$ cat config.mk
export PLATFORM = sky130hd
export DESIGN_NAME = ir_pin_port
export DESIGN_NICKNAME = d
export VERILOG_FILES = /design/src/inc/ir_pin_pkg.sv /design/src/inc/tx_route_if.sv /design/src/core/tx_router.sv /design/src/core/ir_pin_port.sv
export SDC_FILE = /design/constraint.sdc
export NUM_CORES = 1
export LEC_CHECK = 0
export CORE_MARGIN = 4
export CORE_UTILIZATION = 55
export CTS_BUF_LIST = sky130_fd_sc_hd__clkbuf_16
export CTS_CLUSTER_SIZE = 14
export DETAILED_ROUTE_END_ITERATION = 6
export DONT_BUFFER_PORTS = 1
export GPL_TIMING_DRIVEN = 0
export HOLD_SLACK_MARGIN = 0.06
export PLACE_DENSITY = 0.74
export SETUP_SLACK_MARGIN = 0.15
export SLEW_MARGIN = 20
export SYNTH_ARGS = -nofsm -noshare
export SYNTH_HDL_FRONTEND = slang
export SYNTH_SLANG_ARGS = --single-unit
export TNS_END_PERCENT = 1
$ cat constraint.sdc
create_clock -name sys_clk_in -period 3.49 [get_ports sys_clk_in]
set_input_delay 0.349 -clock sys_clk_in [delete_from_list [all_inputs] [get_ports sys_clk_in]]
set_output_delay 0.349 -clock sys_clk_in [all_outputs]
set_load 0.05 [all_outputs]
$ cat src/inc/ir_pin_pkg.sv
/*
  constants shared by the infrared controller pin logic: bus widths and
  the reset levels of the transmit, interrupt, aux, shutdown, data and address outputs. assumes one 125 MHz clock.
*/
package ir_pin_pkg;
  localparam int BUS_DATA_W = 16;
  localparam int BUS_ADDR_W = 4;
  localparam logic TX_RESET_LVL = 1'b0;
  localparam logic RC_RESET_LVL = 1'b0;
  localparam logic IRQ_N_RESET_LVL = 1'b1;
  localparam logic AUX_RESET_LVL = 1'b0;
  localparam logic SHUTDOWN_RESET_LVL = 1'b1;
  localparam logic [BUS_DATA_W-1:0] RDATA_RESET = 16'h0000;
  localparam logic [BUS_ADDR_W-1:0] ADDR_RESET = 4'h0;
endpackage : ir_pin_pkg

$ cat src/inc/tx_route_if.sv
/*
  carrier between the pin port top and its transmit router: route
  configuration, source signals and the two routed transmit levels.
  assumes both ends run on the same clock.
*/
`timescale 1ns/100ps
`default_nettype none
interface tx_route_if;
  logic remote_enable;
  logic remote_route_select;
  logic passthrough_mode;
  logic link_sig;
  logic remote_sig;
  logic ext_ir;
  logic suspend;
  logic ir_transmit;
  logic remote_tx;
  modport ctrl (
    output remote_enable, remote_route_select, passthrough_mode,
    output link_sig, remote_sig, ext_ir, suspend,
    input ir_transmit, remote_tx
  );
  modport router (
    input remote_enable, remote_route_select, passthrough_mode,
    input link_sig, remote_sig, ext_ir, suspend,
    output ir_transmit, remote_tx
  );
endinterface : tx_route_if
`default_nettype wire

$ cat src/core/tx_router.sv
/*
  routes the link or remote-control signal, or the external infrared
  input in pass-through, onto the two transmit pins, registered.
  assumes synchronous reset, active high, from the top.
*/
`timescale 1ns/100ps
`default_nettype none
module tx_router (
  input wire logic sys_clk_in,
  input wire logic reset_in,
  tx_route_if.router rt
);
  import ir_pin_pkg::*;

  logic tx_r;
  logic tx_nxt;
  logic rc_r;
  logic rc_nxt;
  logic src_rc;

  always_comb
  begin
    src_rc = rt.passthrough_mode ? rt.ext_ir : rt.remote_sig;
    tx_nxt = 1'b0;
    rc_nxt = 1'b0;
    if (!rt.suspend)
    begin
      if (!rt.remote_enable)
      begin
        tx_nxt = rt.passthrough_mode ? rt.ext_ir : rt.link_sig;
      end
      else if (rt.remote_route_select)
      begin
        tx_nxt = src_rc;
      end
      else
      begin
        rc_nxt = src_rc;
      end
    end
  end

  always_ff @(posedge sys_clk_in)
  begin
    if (reset_in)
    begin
      tx_r <= TX_RESET_LVL;
      rc_r <= RC_RESET_LVL;
    end
    else
    begin
      tx_r <= tx_nxt;
      rc_r <= rc_nxt;
    end
  end

  assign rt.ir_transmit = tx_r;
  assign rt.remote_tx = rc_r;
endmodule : tx_router
`default_nettype wire

$ cat src/core/ir_pin_port.sv
/*
  pin-level logic of an infrared link controller: asynchronous-style
  host port turned into one-cycle register strobes, two interrupt pins,
  transmit routing, power-down and post-reset pin levels.
  assumes every pin already synchronous to sys_clk_in (125 MHz) and an
  internal register file answering reg_rdata_in in the cycle the read strobe pin goes active, one cycle before reg_rd_out.
*/
`timescale 1ns/100ps
`default_nettype none
module ir_pin_port #(
  parameter int DATA_W = ir_pin_pkg::BUS_DATA_W,
  parameter int ADDR_W = ir_pin_pkg::BUS_ADDR_W
) (
  input wire logic sys_clk_in,
  input wire logic reset_in,
  input wire logic power_down_n_in,
  input wire logic cs_n_in,
  input wire logic read_strobe_n_in,
  input wire logic write_strobe_n_in,
  input wire logic [ADDR_W-1:0] addr_in,
  input wire logic [DATA_W-1:0] data_in,
  output logic [DATA_W-1:0] data_out,
  output logic data_oe_out,
  output logic [ADDR_W-1:0] reg_addr_out,
  output logic [DATA_W-1:0] reg_wdata_out,
  output logic reg_wr_out,
  output logic reg_rd_out,
  input wire logic [DATA_W-1:0] reg_rdata_in,
  input wire logic link_irq_cond_in,
  input wire logic remote_irq_cond_in,
  output logic link_irq_n_out,
  output logic remote_irq_n_out,
  input wire logic remote_enable_in,
  input wire logic remote_route_select_in,
  input wire logic passthrough_mode_in,
  input wire logic link_tx_in,
  input wire logic remote_sig_in,
  input wire logic external_ir_in,
  input wire logic ir_receive_in,
  output logic ir_receive_out,
  output logic ir_transmit_out,
  output logic remote_tx_out,
  input wire logic aux_control_in,
  output logic aux_control_out,
  input wire logic module_on_in,
  output logic module_shutdown_out,
  output logic wait_state_out
);
  import ir_pin_pkg::*;

  if (DATA_W != BUS_DATA_W || ADDR_W != BUS_ADDR_W)
  begin : g_width_check
    $error("host bus must be 16 data bits and 4 address bits");
  end

  logic suspend;
  logic rd_act;
  logic wr_act;
  logic rd_prev_r;
  logic rd_prev_nxt;
  logic wr_prev_r;
  logic wr_prev_nxt;
  logic rd_pulse_r;
  logic rd_pulse_nxt;
  logic wr_pulse_r;
  logic wr_pulse_nxt;
  logic [ADDR_W-1:0] addr_r;
  logic [ADDR_W-1:0] addr_nxt;
  logic [DATA_W-1:0] wdata_r;
  logic [DATA_W-1:0] wdata_nxt;
  logic [DATA_W-1:0] rdata_r;
  logic [DATA_W-1:0] rdata_nxt;
  logic link_irq_n_r;
  logic link_irq_n_nxt;
  logic rc_irq_n_r;
  logic rc_irq_n_nxt;
  logic aux_r;
  logic aux_nxt;
  logic shut_r;
  logic shut_nxt;
  logic rx_r;
  logic rx_nxt;

  assign suspend = !power_down_n_in;
  assign rd_act = !cs_n_in && !read_strobe_n_in && !suspend;
  assign wr_act = !cs_n_in && !write_strobe_n_in && !suspend;

  always_comb
  begin
    rd_prev_nxt = rd_act;
    wr_prev_nxt = wr_act;
    rd_pulse_nxt = rd_act && !rd_prev_r;
    wr_pulse_nxt = wr_act && !wr_prev_r;
    addr_nxt = addr_r;
    wdata_nxt = wdata_r;
    rdata_nxt = rdata_r;
    // read data captured once, at strobe entry
    if (rd_act && !rd_prev_r)
    begin
      addr_nxt = addr_in;
      rdata_nxt = reg_rdata_in;
    end
    if (wr_act && !wr_prev_r)
    begin
      addr_nxt = addr_in;
      wdata_nxt = data_in;
    end
  end

  always_ff @(posedge sys_clk_in)
  begin
    if (reset_in)
    begin
      rd_prev_r <= 1'b0;
      wr_prev_r <= 1'b0;
      rd_pulse_r <= 1'b0;
      wr_pulse_r <= 1'b0;
      addr_r <= ADDR_RESET;
      wdata_r <= RDATA_RESET;
      rdata_r <= RDATA_RESET;
    end
    else
    begin
      rd_prev_r <= rd_prev_nxt;
      wr_prev_r <= wr_prev_nxt;
      rd_pulse_r <= rd_pulse_nxt;
      wr_pulse_r <= wr_pulse_nxt;
      addr_r <= addr_nxt;
      wdata_r <= wdata_nxt;
      rdata_r <= rdata_nxt;
    end
  end

  assign reg_rd_out = rd_pulse_r;
  assign reg_wr_out = wr_pulse_r;
  assign reg_addr_out = addr_r;
  assign reg_wdata_out = wdata_r;
  assign data_out = rdata_r;
  // drive data only during a read
  assign data_oe_out = rd_act && !reset_in;

  always_comb
  begin
    link_irq_n_nxt = !link_irq_cond_in;
    rc_irq_n_nxt = !remote_irq_cond_in;
    aux_nxt = suspend ? aux_r : aux_control_in;
    shut_nxt = suspend || !module_on_in;
    rx_nxt = suspend ? 1'b0 : ir_receive_in;
  end

  always_ff @(posedge sys_clk_in)
  begin
    if (reset_in)
    begin
      link_irq_n_r <= IRQ_N_RESET_LVL;
      rc_irq_n_r <= IRQ_N_RESET_LVL;
      aux_r <= AUX_RESET_LVL;
      shut_r <= SHUTDOWN_RESET_LVL;
      rx_r <= 1'b0;
    end
    else
    begin
      link_irq_n_r <= link_irq_n_nxt;
      rc_irq_n_r <= rc_irq_n_nxt;
      aux_r <= aux_nxt;
      shut_r <= shut_nxt;
      rx_r <= rx_nxt;
    end
  end

  assign link_irq_n_out = link_irq_n_r;
  assign remote_irq_n_out = rc_irq_n_r;
  assign aux_control_out = aux_r;
  assign module_shutdown_out = shut_r;
  assign ir_receive_out = rx_r;
  assign wait_state_out = suspend;

  tx_route_if route ();
  assign route.remote_enable = remote_enable_in;
  assign route.remote_route_select = remote_route_select_in;
  assign route.passthrough_mode = passthrough_mode_in;
  assign route.link_sig = link_tx_in;
  assign route.remote_sig = remote_sig_in;
  assign route.ext_ir = external_ir_in;
  assign route.suspend = suspend;
  assign ir_transmit_out = route.ir_transmit;
  assign remote_tx_out = route.remote_tx;

  tx_router u_router (
    .sys_clk_in(sys_clk_in),
    .reset_in(reset_in),
    .rt(route.router)
  );
endmodule : ir_pin_port
`default_nettype wire

* Word-level counts from Yosys, hierarchy flattened *
Cells that the tools add are included.

storage, ports and cells
  register bits after elaboration = 47
  input bits = 53
  output and inout port bits = 47
  logic and storage cells = 43

cells by class
  muxes and demuxes = 6
  bitwise logic cells = 2
  reductions and logical operators = 21

operators by type and width
  cell                number
  logical NOT 1 bit   10
  2-to-1 mux 4 bit    2
  logical AND 1 bit   7
  2-to-1 mux 1 bit    4
  OR reduction 4 bit  1
  NOT 1 bit           2
  nonzero test 2 bit  1
  OR reduction 2 bit  1
  logical OR 1 bit    1

* Depth between registers and ports, before layout *
  depth after elaboration = 6
  mapped depth = 4
  depth with buffers taken out = 3

* Modules after synthesis *
From an unflattened synthesis, not the netlist that was laid out.

second synthesis, totals
  cell total of the unflattened synthesis = 193
  area, all modules = 1672.9 um2

by module, submodules not included
  module       instances  cells each  area an instance (um2)  sequential area each (um2)
  ir_pin_port  1          183         1575.3                  900.9
  tx_router    1          10          97.6                    40.0

* Least setup slack after synthesis *
Ideal clock, no wire load.

  path type = input -> output
  from = in power_down_n_in
  to = out data_oe_out
  data arrival time = 2215 ps
  required time = 3141 ps
  slack = 926 ps
  stages on the path = 2
  cell sequence = inv_1 nor4_1

between the ends
  word-level cells in the longest chain between the ends = 2

RTL lines
  element            line                source
  from (decl)        ir_pin_port.sv:16   input wire logic power_down_n_in,
  logical AND 1 bit  ir_pin_port.sv:85   assign rd_act = !cs_n_in && !read_strobe_n_in && !suspend;
  logical AND 1 bit  ir_pin_port.sv:140  assign data_oe_out = rd_act && !reset_in;
  to (decl)          ir_pin_port.sv:23   output logic data_oe_out,

Every way passes these cells.

* Worst setup path after layout *
Same ends and word-level chain as after synthesis.

==> out/results.tsv <==
metric	value	unit
area occupied by registers	940.9	um^2
setup TNS	0	ns
pin count of the biggest net entering global routing	14	
hold path endpoint	module_shutdown_out	
clock buffer depth	2	
Post-synth EDFFs	0	
Initial Utilization	0.5908	
Distinct cells, synth	19	
worst reg-to-reg path cell count	4	
initial drt markers	35	
Cell Int Power	0.8381	mW
internal reg-to-reg setup slack	2.17	ns
Clock Skew	0.002113	ns
critical path required time	3.14	ns
Die H	63.36	um
total CTS buffers	5	
outcome	complete, no violations	
Post-CTS Setup Repair Bufs	0	
Mapped Nets	244	
top-count cell post-synth	nand2_1	
area delta synth->final	11.28	%
Nets	252	
Max Cap Viol	0	
Final Critical Period	1.607	ns
Area after DPL	1738	um^2
FF-to-FF End	data_out[5]	
wire length per cell	16.03	um
Cell Chain, Critical Path	inv_1, nor4_2, buf_4	
Reg-to-Reg Start	rd_prev_r	
Cell Pwr Density	599.2	nW/um^2
slowest cell on the critical path	nor4_2	
vias in the first global route	1339	
Clock transition at path regs	0.06	ns
crit path launch type	primary input	
Leakage	0.6779	nW
Worst Max-Slew Pin Slew	0.5496	ns
Worst Hold Class	in2reg	
post-route cell area	1876	um^2
net switching power	0.2858	mW
port bufs	0	
CTS tree	yes	
Pwr Total	1.124	mW
fin crit share	0.4605	
hold path cells	1	
Die X	63.36	um
FFs w/ async S/R, synth	0	
dpl hpwl	2976	um
#FFs+latches synth	47	
Yosys top cell by area	dfxtp_1	
# DRC	0	
Seq/Total Area, Yosys	0.5583	
antenna violations before repair	0	
largest stage delay on the critical path	0.42	ns
Post-synth top cells	65 x nand2_1, 47 x dfxtp_1, 37 x a21oi_1	
post-route setup slack	1.883	ns
relative slew slack	0.6331	
Skew-Pair Late Insertion Delay	0.28	ns
Hold Crit Start	module_on_in	
dpl ws	1.896	ns
CP endpoint kind	output port	
Pre-antenna DRT Iters	4	
hold buffer count at CTS	0	
final setup fails	0	
power share of the combinational group	0.053	
Ports	100	
warnings from Yosys	0	
core area	2853	um^2
CTS sink count	47	
diode count	0	
Net Sw Frac	0.2543	
area of the multi-input gates	663.1	um^2
top cell type's share of synthesized area	0.5583	
Mapped Cells	191	
CP max FO	7	
Crit Path Category	in2out	
Root Buffer	clkbuf_16	
fillers	249	
global-route wire length before repair	6106	um
share of layout cells above drive strength 1	0.1200	
H-tree depth	2	
Die ar.	4014	um^2
sequential power share	0.564	
Mean Syn Cell Area	8.824	um^2
routed vias	1318	
mapped cell area	1685	um^2
vias per cell	5.706	
All-Layer GR Usage	0.1906	
Final Max Tran Viols	0	
GPL Wtd Cong	0.6866	
unrepaired setup endpoints after global routing	false	
ANT nets after route	0	
Max Freq	622.2	MHz
GRT overflow	0	
DRT Wirelength	3703	um
FP Rows	19	
final hold vios	0	
cts repair resizes	0	
top cells by area, synth	dfxtp_1 56%, nand2_1 14%, a21oi_1 11%	
Worst EP arrival	1.26	ns
clock group share of total power	0.383	
top_reg_cell synth	dfxtp_1	
Peak VDD IR	0.4702	mV
==> placed cells by master (no fill, tap or decap), types with 2 or more instances in the layout <==
master and n:
nand2_1 65, dfxtp_1 47, a21oi_1 37, clkbuf_1 5, o21ai_0 5, clkbuf_16 5, buf_2 4, buf_6 4
nand3_2 4, inv_1 3, nor2b_1 3, nand2b_1 3, nor4b_2 2, or4b_4 2, nor4_1 2, mux2i_1 2
==> critical path: cells and delay by family <==
family	cells	cell delay, ns
buf+inv	2	0.48
simple gates	1	0.42
==> stage by stage <==
| stage | instances | util | hold WS, ns |
|---|---|---|---|
| floorplan | 191 | - | 0.4109 |
| global placement | 222 | 0.6044 | 0.4127 |
| detailed placement | 223 | 0.6092 | 0.4179 |
| CTS | 231 | 0.6575 | 0.1295 |
| global route | 231 | 0.6575 | 0.1195 |
| finish | 231 | 0.6575 | 0.1324 |
==> area by class of cell <==
cell class,count,share of cell area
Timing Repair Buffer,1,0.004003
Buffer,13,0.04470
Sequential cell,47,0.5017
Tap cell,31,0.02068
Inverter,1,0.002001
Multi-Input combinational cell,130,0.3536
Clock buffer,5,0.06671
Clock inverter,3,0.006671
==> kinds of logic (layout without fill, tap and decap cells) <==
kind of cell,after synthesis,count (layout),share of synthesized area
flip-flops,47,47,0.5583
buffers and inverters,14,23,0.05196
multiplexers,2,2,0.01188
AO/OA/AOI/OAI,43,43,0.1299
AND/OR/NAND/NOR,85,85,0.2480
==> power groups by stage <==
stage               registers [mW]  clock network (mW)  logic (mW)
finish                       0.634               0.431      0.0591
global placement             0.646                   0      0.0561
floorplan                    0.642                   0      0.0487
detailed placement           0.646                   0      0.0600
global route                 0.636               0.473      0.0670
CTS                          0.635               0.442      0.0600
==> layer usage <==
layer	global-route usage	vias up	wire length (um)
met5	0	-	0
met3	0.1101	4	431
met4	0.04043	0	27
li1	-	650	-
met2	0.3403	61	1877
met1	0.1906	603	1366
==> worst max-delay path by stage <==
stage,start,endpoint,depth (start not counted)
after floorplan,power_down_n_in,data_oe_out,2
after global placement,power_down_n_in,data_oe_out,2
after detailed placement,power_down_n_in,data_oe_out,3
after CTS,power_down_n_in,data_oe_out,3
after global routing,power_down_n_in,data_oe_out,3
final,power_down_n_in,data_oe_out,3
Power figures use the tool's default switching activity.
